===== src/rtl/pwm_sd_pkg.sv =====
`default_nettype none
package pwm_sd_pkg;
   // Register byte addresses; the offsets are not printed, so they are chosen here
   localparam logic [7:0] ADDR_SD_SRC     = 8'h00;
   localparam logic [7:0] ADDR_TB_LOW     = 8'h04;
   localparam logic [7:0] ADDR_TB_HIGH    = 8'h08;
   localparam logic [7:0] ADDR_PH_LOW     = 8'h0c;
   localparam logic [7:0] ADDR_PH_HIGH    = 8'h10;
   localparam logic [7:0] ADDR_DUTY_LOW   = 8'h14;
   localparam logic [7:0] ADDR_DUTY_HIGH  = 8'h18;
   localparam logic [7:0] ADDR_PER_LOW    = 8'h1c;
   localparam logic [7:0] ADDR_PER_HIGH   = 8'h20;
   localparam logic [7:0] ADDR_SD_CTRL    = 8'h24;
   localparam logic [7:0] ADDR_SD_LEVEL   = 8'h28;
   localparam logic [7:0] ADDR_IRQ_STATUS = 8'h2c;
   localparam logic [7:0] ADDR_IRQ_MASK   = 8'h30;

   // Shutdown source fields
   localparam int         SRC_EXT_BIT   = 7;
   localparam logic [7:0] SD_SRC_MASK   = 8'h9e;
   localparam int         SRC_COMP_HI   = 4;     // Comparator 4 select
   localparam int         SRC_COMP_LO   = 1;     // Comparator 1 select
   localparam int         NUM_SD_SRC    = 5;     // Pin plus four comparators
   // Shutdown control fields
   localparam int         CTRL_STAT_BIT = 7;
   localparam int         CTRL_EN_BIT   = 6;
   localparam int         CTRL_ARS_BIT  = 5;
   localparam int         CTRL_PRST_BIT = 0;
   localparam logic [7:0] SD_CTRL_MASK  = 8'he1;
   // Interrupt status bits
   localparam int         IRQ_SD_BIT    = 0;
   localparam int         IRQ_PER_BIT   = 1;
   localparam logic [1:0] IRQ_MASK_BITS = 2'h3;

   // Reset values
   localparam logic [7:0]  TB_HIGH_RESET = 8'h01;
   localparam logic [15:0] TB_RESET      = {TB_HIGH_RESET, 8'h00};
endpackage : pwm_sd_pkg
`default_nettype wire


===== src/rtl/sd_source_merge.sv =====
`timescale 1ns/1ns
`default_nettype none
// Gates each shutdown source with its select bit and ORs the result
module sd_source_merge #(
   parameter int N = 5
) (
   input  wire logic [N-1:0] sources,   // Raw source levels
   input  wire logic [N-1:0] selects,   // Per-source enables
   output logic              any_active // Any enabled source true
);
   logic [N-1:0] gated;                 // Enabled sources only
   genvar g;
   generate
      for (g = 0; g < N; g++) begin : g_gate
         // Disabled sources are masked off
         assign gated[g] = sources[g] & selects[g];
      end
   endgenerate
   // Any one source is enough
   assign any_active = |gated;
endmodule : sd_source_merge
`default_nettype wire


===== src/rtl/pwm_shutdown_timebase.sv =====
// Chosen here: the address map and the APB register port.
`timescale 1ns/1ns
`default_nettype none
module pwm_shutdown_timebase #(
   parameter int OUT_W = 6
) (
   input  wire logic              pclk,                   // Module clock
   input  wire logic              presetn,                // Async reset, low
   input  wire logic              psel,                   // APB select
   input  wire logic              penable,                // APB access phase
   input  wire logic              pwrite,                 // APB direction
   input  wire logic [7:0]        paddr,                  // APB byte address
   input  wire logic [31:0]       pwdata,                 // APB write data
   output logic [31:0]            prdata,                 // APB read data
   output logic                   pready,                 // APB ready
   output logic                   pslverr,                // APB error
   input  wire logic              ext_trigger_input,      // External shutdown pin
   input  wire logic              comparator1_synced_out, // Comparator 1
   input  wire logic              comparator2_synced_out, // Comparator 2
   input  wire logic              comparator3_synced_out, // Comparator 3
   input  wire logic              comparator4_synced_out, // Comparator 4
   input  wire logic [OUT_W-1:0]  pwm_in,                 // Waveform from generator
   output logic [OUT_W-1:0]       pwm_out,                // Power stage drive
   output logic                   shutdown_active,        // Outputs held in shutdown
   output logic                   period_event,           // One-cycle period pulse
   output logic [15:0]            time_base_counter,      // Counter value
   output logic [15:0]            phase_value,            // Phase count
   output logic [15:0]            duty_value,             // Duty count
   output logic [15:0]            period_value,           // Period count
   output logic                   irq                     // Level interrupt
);
   import pwm_sd_pkg::*;

   logic [7:0]       sd_src;                // Shutdown source select
   logic             shutdown_enable;       // Auto-shutdown on
   logic             auto_restart_enable;   // Resume on its own
   logic             period_on_match_enable;// Match makes period event
   logic             shutdown_event_status; // Shutdown latched
   logic [OUT_W-1:0] sd_level;              // Levels driven in shutdown
   logic [1:0]       irq_status;            // Sticky events
   logic [1:0]       irq_mask;              // Interrupt enables
   logic             sd_trigger;            // Any enabled source true
   logic             wr_en;                 // Write strobe
   logic             rd_en;                 // Read strobe
   logic             period_match;          // Counter equals period
   logic [31:0]      next_rdata;            // Read mux

   // Write takes effect at the access edge; zero wait states
   assign pready  = 1'b1;
   assign wr_en   = psel & penable & pwrite;
   assign rd_en   = psel & penable & ~pwrite;

   // Address check used by the error flag
   function automatic logic is_mapped(input logic [7:0] a);
      is_mapped = (a <= ADDR_IRQ_MASK) && (a[1:0] == 2'b00);
   endfunction : is_mapped

   // Unmapped addresses answer with an error
   assign pslverr = psel & penable & ~is_mapped(paddr);

   // Combine the five sources
   sd_source_merge #(.N(NUM_SD_SRC)) u_merge (
      .sources    ({ext_trigger_input, comparator4_synced_out, comparator3_synced_out,
                    comparator2_synced_out, comparator1_synced_out}),
      .selects    ({sd_src[SRC_EXT_BIT], sd_src[SRC_COMP_HI:SRC_COMP_LO]}),
      .any_active (sd_trigger)
   );

   // Source select; unimplemented bits never store
   always_ff @(posedge pclk or negedge presetn) begin
      if (!presetn) begin
         sd_src <= 8'h00;
      end else if (wr_en && paddr == ADDR_SD_SRC) begin
         sd_src <= pwdata[7:0] & SD_SRC_MASK;
      end
   end

   // Compare values written byte by byte
   always_ff @(posedge pclk or negedge presetn) begin
      if (!presetn) begin
         phase_value  <= 16'h0000;
         duty_value   <= 16'h0000;
         period_value <= 16'h0000;
      end else if (wr_en) begin
         unique case (paddr)
            ADDR_PH_LOW:    phase_value[7:0]   <= pwdata[7:0];
            ADDR_PH_HIGH:   phase_value[15:8]  <= pwdata[7:0];
            ADDR_DUTY_LOW:  duty_value[7:0]    <= pwdata[7:0];
            ADDR_DUTY_HIGH: duty_value[15:8]   <= pwdata[7:0];
            ADDR_PER_LOW:   period_value[7:0]  <= pwdata[7:0];
            ADDR_PER_HIGH:  period_value[15:8] <= pwdata[7:0];
            default: ;
         endcase
      end
   end

   // Shutdown control and output levels
   always_ff @(posedge pclk or negedge presetn) begin
      if (!presetn) begin
         shutdown_enable        <= 1'b0;
         auto_restart_enable    <= 1'b0;
         period_on_match_enable <= 1'b0;
         sd_level               <= '0;
      end else if (wr_en) begin
         if (paddr == ADDR_SD_CTRL) begin
            shutdown_enable        <= pwdata[CTRL_EN_BIT];
            auto_restart_enable    <= pwdata[CTRL_ARS_BIT];
            period_on_match_enable <= pwdata[CTRL_PRST_BIT];
         end
         if (paddr == ADDR_SD_LEVEL) begin
            sd_level <= pwdata[OUT_W-1:0];
         end
      end
   end

   // Period match only counts while enabled
   assign period_match = period_on_match_enable && (time_base_counter == period_value);

   // Time base: software write wins over counting
   always_ff @(posedge pclk or negedge presetn) begin
      if (!presetn) begin
         time_base_counter <= TB_RESET;
      end else if (wr_en && paddr == ADDR_TB_LOW) begin
         time_base_counter[7:0] <= pwdata[7:0];
      end else if (wr_en && paddr == ADDR_TB_HIGH) begin
         time_base_counter[15:8] <= pwdata[7:0];
      end else if (period_match) begin
         time_base_counter <= 16'h0000;
      end else begin
         time_base_counter <= time_base_counter + 16'h0001;
      end
   end

   // Period event pulse, registered
   always_ff @(posedge pclk or negedge presetn) begin
      if (!presetn) begin
         period_event <= 1'b0;
      end else begin
         period_event <= period_match;
      end
   end

   // Shutdown status: a live trigger beats any clear
   always_ff @(posedge pclk or negedge presetn) begin
      if (!presetn) begin
         shutdown_event_status <= 1'b0;
      end else if (shutdown_enable && sd_trigger) begin
         shutdown_event_status <= 1'b1;
      end else if (auto_restart_enable) begin
         shutdown_event_status <= 1'b0;
      end else if (wr_en && paddr == ADDR_SD_CTRL) begin
         // Software may set or clear it by hand
         shutdown_event_status <= pwdata[CTRL_STAT_BIT];
      end
   end

   // Outputs held in shutdown until status clears
   assign shutdown_active = shutdown_event_status;

   // Drive registered waveform or the shutdown levels
   always_ff @(posedge pclk or negedge presetn) begin
      if (!presetn) begin
         pwm_out <= '0;
      end else if (shutdown_enable && (sd_trigger || shutdown_event_status)) begin
         pwm_out <= sd_level;
      end else begin
         pwm_out <= pwm_in;
      end
   end

   // Sticky interrupt bits; a read clears them, but a new event wins
   always_ff @(posedge pclk or negedge presetn) begin
      if (!presetn) begin
         irq_status <= 2'b00;
      end else begin
         for (int i = 0; i < 2; i++) begin
            if (i == IRQ_SD_BIT && shutdown_enable && sd_trigger) begin
               irq_status[i] <= 1'b1;
            end else if (i == IRQ_PER_BIT && period_match) begin
               irq_status[i] <= 1'b1;
            end else if (rd_en && paddr == ADDR_IRQ_STATUS && prdata[i]) begin
               // Only bits the reader was shown are cleared; a later one waits
               irq_status[i] <= 1'b0;
            end
         end
      end
   end

   // Interrupt mask
   always_ff @(posedge pclk or negedge presetn) begin
      if (!presetn) begin
         irq_mask <= 2'b00;
      end else if (wr_en && paddr == ADDR_IRQ_MASK) begin
         irq_mask <= pwdata[1:0] & IRQ_MASK_BITS;
      end
   end

   // Level interrupt
   assign irq = |(irq_status & irq_mask);

   // Read mux; reserved bits and unmapped addresses give zero
   always_comb begin
      next_rdata = 32'h0000_0000;
      unique case (paddr)
         ADDR_SD_SRC:     next_rdata[7:0] = sd_src & SD_SRC_MASK;
         ADDR_TB_LOW:     next_rdata[7:0] = time_base_counter[7:0];
         ADDR_TB_HIGH:    next_rdata[7:0] = time_base_counter[15:8];
         ADDR_PH_LOW:     next_rdata[7:0] = phase_value[7:0];
         ADDR_PH_HIGH:    next_rdata[7:0] = phase_value[15:8];
         ADDR_DUTY_LOW:   next_rdata[7:0] = duty_value[7:0];
         ADDR_DUTY_HIGH:  next_rdata[7:0] = duty_value[15:8];
         ADDR_PER_LOW:    next_rdata[7:0] = period_value[7:0];
         ADDR_PER_HIGH:   next_rdata[7:0] = period_value[15:8];
         ADDR_SD_CTRL:    next_rdata[7:0] = {shutdown_event_status, shutdown_enable,
                                             auto_restart_enable, 4'h0,
                                             period_on_match_enable};
         ADDR_SD_LEVEL:   next_rdata[OUT_W-1:0] = sd_level;
         ADDR_IRQ_STATUS: next_rdata[1:0] = irq_status;
         ADDR_IRQ_MASK:   next_rdata[1:0] = irq_mask;
         default: ;
      endcase
   end

   // Read data leaves a flop: captured at the setup edge, shown in the access cycle.
   // It is one cycle older than a live read, the price of a glitch-free bus
   always_ff @(posedge pclk or negedge presetn) begin
      if (!presetn) begin
         prdata <= 32'h0000_0000;
      end else if (psel && !penable && !pwrite) begin
         prdata <= next_rdata;    // Setup cycle of a read
      end else begin
         prdata <= 32'h0000_0000; // Idle, writes and the cycle after access
      end
   end
endmodule : pwm_shutdown_timebase
`default_nettype wire


===== config.mk =====
export PLATFORM = sky130hd
export DESIGN_NAME = pwm_shutdown_timebase
export DESIGN_NICKNAME = d
export VERILOG_FILES = /design/src/rtl/pwm_sd_pkg.sv /design/src/rtl/sd_source_merge.sv /design/src/rtl/pwm_shutdown_timebase.sv
export SDC_FILE = /design/constraint.sdc
export NUM_CORES = 1
export LEC_CHECK = 0
export ABC_AREA = 1
export ABC_CLOCK_PERIOD_IN_PS = 1500
export CELL_PAD_IN_SITES_DETAIL_PLACEMENT = 0
export CELL_PAD_IN_SITES_GLOBAL_PLACEMENT = 1
export CORE_UTILIZATION = 41
export CTS_CLUSTER_SIZE = 8
export DETAILED_ROUTE_END_ITERATION = 8
export DONT_BUFFER_PORTS = 1
export GPL_TIMING_DRIVEN = 0
export PLACE_DENSITY = 0.83
export SETUP_SLACK_MARGIN = 0.3
export SYNTH_ARGS = -nofsm -noshare
export SYNTH_HDL_FRONTEND = slang
export SYNTH_HIERARCHICAL = 1
export SYNTH_SLANG_ARGS = --single-unit

===== constraint.sdc =====
create_clock -name pclk -period 1.5 [get_ports pclk]
set_input_delay 0.225 -clock pclk [delete_from_list [all_inputs] [get_ports pclk]]
set_output_delay 0.225 -clock pclk [all_outputs]
set_load 0.05 [all_outputs]

Yosys cells after proc, flatten, opt, wreduce, memory -nomap -nowiden
Index checks and enable logic that the tools add are counted.

word-level totals
  bits in registers = 122
  logic and storage cells = 96
  bits of input ports = 56
  output and inout bits = 107

cells by class
  $add $sub $neg = 1
  bitwise logic cells = 12
  multiplexer cells = 16
  reduce and logical (&&, ||, !) cells = 32
  equal/unequal tests = 14
  $lt $le $gt $ge = 1

operator list
  cell                     number
  $pmux W4 S11             1
  $eq A8 B6 Y1 const B     5
  $eq A8 B5 Y1 const B     4
  $mux W8                  4
  $pmux W2 S13             1
  $pmux W2 S10             1
  $add A16 B1 Y16 const B  1
  $eq A16 B16 Y1           1
  $eq A8 B4 Y1 const B     2
  $mux W16                 1
  $reduce_and A2 Y1        8
  $logic_and A1 B1 Y1      14
  $and A1 B1 Y1            9
  $eq A8 B3 Y1 const B     1
  $le A8 B6 Y1 const B     1
  $logic_not A8 Y1         1
  $mux W1                  7
  $mux W6                  1
  $reduce_or A5 Y1         1
  $reduce_bool A2 Y1       2
  $reduce_bool A3 Y1       1
  $and A2 B2 Y2            1
  $logic_not A1 Y1         2
  $logic_not A2 Y1         1
  other kinds (4)          5

Logic depth before layout (Yosys ltp)
  word-level depth = 6
  depth in mapped cells = 11
  mapped depth without buffers = 11

By module
The synthesis kept the hierarchy.

modules (own cells, without submodules)
  module                 cells an instance  times used  area each (um^2)  sequential area each (um^2)
  pwm_shutdown_timebase  777                1           5723.0            2453.6
  sd_source_merge        11                 1           41.3              0.0

Least setup slack after synthesis
OpenSTA, ideal clock, no wires.

  path kind = register to register
  start = register time_base_counter[0]
  end = register time_base_counter[10]
  arrival = 1.715 ns
  stages on the path, launching flop included = 9
  path buffers = 0
  path slack = -0.335 ns
  clock period less this slack = 1.835 ns
  setup time = 0.120 ns
  required time = 1.380 ns
  path through = dfrtp_1 > ha_1 > nand2_1 > nor2_1 > nand2_1 > o21ai_0 > nand2_1 > nand3_1 > a21oi_2

on the way
  longest elaborated chain between the ends = 4
  elaborated cells on any way between the ends = 5
  those cells by class = add/sub: 1; eq/ne: 1; mux: 2; reduce/logical: 1

RTL lines
  element                                                                  RTL line                      source
  from (decl)                                                              pwm_shutdown_timebase.sv:26   output logic [15:0] time_base_counter,
  from (signal assigned)                                                   pwm_shutdown_timebase.sv:124  time_base_counter[7:0] <= pwdata[7:0];
  from (signal assigned)                                                   pwm_shutdown_timebase.sv:130  time_base_counter <= time_base_counter + 16'h0001;
  parallel branches: the longest is 2 deep, another holds $add A16 B1 Y16  --
  $mux W16 *                                                               pwm_shutdown_timebase.sv:127  end else if (period_match) begin
  $mux W8 *                                                                pwm_shutdown_timebase.sv:125  end else if (wr_en && paddr == ADDR_TB_HIGH) begin

Every way passes the cells marked *.
A chain may end at the register's enable or synchronous reset.

Worst setup path after layout
  start = register time_base_counter[8]
  end = register time_base_counter[15]

Same word-level chain as after synthesis.

==> flow_summary.json <==
{
  "status": "complete, but fails checks",
  "violations": "hold timing, setup timing",
  "fin_nets": 907,
  "synth.top_cell.area_share": 0.421,
  "vias_per_cell": 5.29,
  "cp_slowest_stage_delay_ps": 770,
  "die_w_um": 121,
  "synth_top_family_by_area": "simple AND/OR/NAND/NOR gates",
  "initial_core_util": 0.428,
  "synth-simple-area-share": 0.293,
  "synthFlopType": "dfrtp_1",
  "multi_input_area_um2": 3220,
  "cts.sinks": 98,
  "core-area_um2": 13500,
  "clock_path_buffers": 2,
  "maxCapViolations": 0,
  "nFillCells": 1282,
  "worstPathArrival_ps": 2000,
  "placement.io_buffers": 0,
  "routed_wl_mm": 19.5,
  "place_ws_ps": -373,
  "required_ps": 1750,
  "drt_iter0_drc": 513,
  "diodes": 0,
  "synthAdderAreaFrac": 0.00217,
  "crit_path_end_kind": "flip-flop",
  "remaining_drc_errors": 0,
  "async_flop_share": 1.00,
  "ys_seq_area_frac": 0.426,
  "place_area_um2": 6280,
  "hold_class": "input pin to asynchronous set/reset pin",
  "cts_made_buffers": 9,
  "grt_max_degree": 99,
  "crit_path_cell_trace": "xnor2_4, nand3_2, nor2_4, nand3_4, clkbuf_16, nand3_2, o21bai_1",
  "cts.htree.levels": 3,
  "yosysWarnings": 6,
  "antenna_violating_nets_post_route": 0,
  "grt_pass1_vias": 5154,
  "fmax_mhz": 568,
  "hpwl_mm": 14.1,
  "synth-compound-area-share": 0.139,
  "place_congestion": 0.892,
  "fin_cells": 1031,
  "synth.avg_cell_area_um2": 7.32,
  "grt_usage": 0.277,
  "crit_fanout": 6,
  "layout_setup_ws_ps": -259,
  "final.min_clock_period_ps": 1760,
  "grt_first_pass_wirelength_mm": 29.8,
  "setup_viol": 19,
  "finalPower_uw": 7620,
  "finalHoldViolations": 98,
  "rows": 42,
  "leakagePower_uw": 0.00339,
  "holdWs_ps": -448,
  "final-seq-area_um2": 2610,
  "drv_slew": 0,
  "cpMostUsedCell": "nand3_2",
  "crit_type": "flip-flop to flip-flop",
  "stdcell_area_um2": 7340,
  "synth_xor_area_frac": 0.0152,
  "fp.dieArea_um2": 14500,
  "finalCritPeriodShare": 1.17,
  "p_per_area_nw_per_um2": 1040,
  "crit_family": "flip-flops",
  "pin_count": 163,
  "cts_tree": "built",
  "path_clk_slew_ps": 80,
  "max-slew-margin-rel": 0.454,
  "setup_tns_ps": -3820,
  "critPathLaunchType": "flip-flop",
  "cts_root_buf": "clkbuf_16",
  "grt.overflow.total": 0,
  "yosysTopAreaCell": "dfrtp_1",
  "post_route_cells_drive_above_1_share": 0.392,
  "crit_buf_inv": 1,
  "tightest_slew_ps": 818,
  "mostFrequentLayoutCell": "nand2_1",
  "synth_seq_cells": 98,
  "die_y_um": 121,
  "rsz0062_at_grt": "yes",
  "yosysUniqueCellTypes": 38,
  "placed_cells": 987,
  "drt_first_pass_iters": 5,
  "synthCells": 788,
  "avgRoutedWirePerCell_um": 18.9,
  "mostFrequentLayoutCells": "nand2_1 (219), o21ai_0 (70), dfrtp_2 (59)",
  "antenna_found_initial": 0,
  "irDropWorstVdd_v": 0.000771,
  "vias": 5452,
  "synthMuxAreaShare": 0.00586,
  "skew_ps": 7.42,
  "syn_to_final_growth_pct": 27.4,
  "worst_skew_pair.late_latency_ps": 360,
  "synth_area_leaders": "dfrtp_1 (42%), nand2_1 (16%), o21ai_0 (6.9%)",
  "synth_area_um2": 5760,
  "synth_edf_count": 0,
  "cp_slowest_cell": "dfstp_4"
}
[Yosys cell counts (2+ instances only)]
| library cell | number |
|---|---|
| nand2_1 | 246 |
| dfrtp_1 | 97 |
| inv_1 | 80 |
| o21ai_0 | 79 |
| nor2_1 | 76 |
| nand3_1 | 32 |
| buf_4 | 28 |
| a21oi_1 | 24 |
| o21ai_1 | 15 |
| inv_2 | 10 |
| o21ai_2 | 9 |
| nand2_2 | 8 |
| nand4_1 | 8 |
| buf_6 | 7 |
| a21oi_2 | 6 |
| nand2_4 | 6 |
| buf_2 | 5 |
| nor2_2 | 5 |
| nor2_4 | 5 |
| xnor2_1 | 5 |
| xor2_1 | 5 |
| o22ai_1 | 4 |
| mux2_2 | 3 |
| nor3_1 | 3 |
| o211ai_1 | 3 |
| clkbuf_1 | 2 |
| clkbuf_2 | 2 |
| conb_1 | 2 |
| nand3_2 | 2 |
| nor3_2 | 2 |
| nor4_1 | 2 |
[repair_timing]
action,4_1_cts,5_1_grt
gates resized for setup,134,70
gates cloned,0,1
setup endpoints to repair,87,45
endpoints found under the hold margin,98,98
pin swaps,30,36
buffers inserted,14,13
[state kept, by name, indices dropped and copies added (netlist names), 2 cells and up]
register and cells:
pwm_out 6, irq_status 2, period_value 16, duty_value 16, sd_src 5, prdata 8, time_base_counter 16, phase_value 16
sd_level 6, irq_mask 2
[layer usage]
metal  global-route usage  vias up  share of wire
li1                     -     2582              -
met1                0.376     2587           0.43
met2                0.433      253           0.46
met3               0.0660       30          0.094
met4               0.0949        0          0.024
met5                    0        -              0
[final cells by class]
class	instances	area share
plain buffers	44	0.0492
clock buffers	10	0.0325
clock inverters	6	0.00750
inverters	91	0.0516
multi-input cells	578	0.438
flip-flops and latches	98	0.355
well taps	176	0.0300
repair buffers	28	0.0363
[logic make-up (layout without fill, tap and decap cells)]
group           after synthesis  count (layout)
mux                           3               3
fa+ha+maj                     1               1
simple gates                395             395
xor+xnor                     10              10
compound gates              144             144
flops                        98              98
other cells                   2              25
buf+inv                     135             179
[per-stage QoR]
stage / hold slack, ps / util
global placement: -68.5 / 0.467
global route: -462 / 0.546
detailed placement: -69.1 / 0.467
floorplan: -70.6 / -
CTS: -453 / 0.520
finish: -448 / 0.546
[power by group]
group / switching, uW / internal [uW]
sequential: 891 / 2870
combinational: 933 / 554
clock: 1160 / 1210
[worst paths after layout]
path | start | end | slack (ps) | cells after the start
worst min register to register | auto_restart_enable | shutdown_active | 490 | 1
worst min-delay path | presetn | phase_value[9] | -450 | 0
max in group asynchronous | presetn | time_base_counter[8] | 1720 | 0
min in group pclk | pwm_in[3] | pwm_out[3] | 10 | 2
worst max register to register | time_base_counter[8] | time_base_counter[15] | -260 | 7
worst max-delay path | time_base_counter[8] | time_base_counter[15] | -260 | 7
Power figures use the tool's default switching activity.
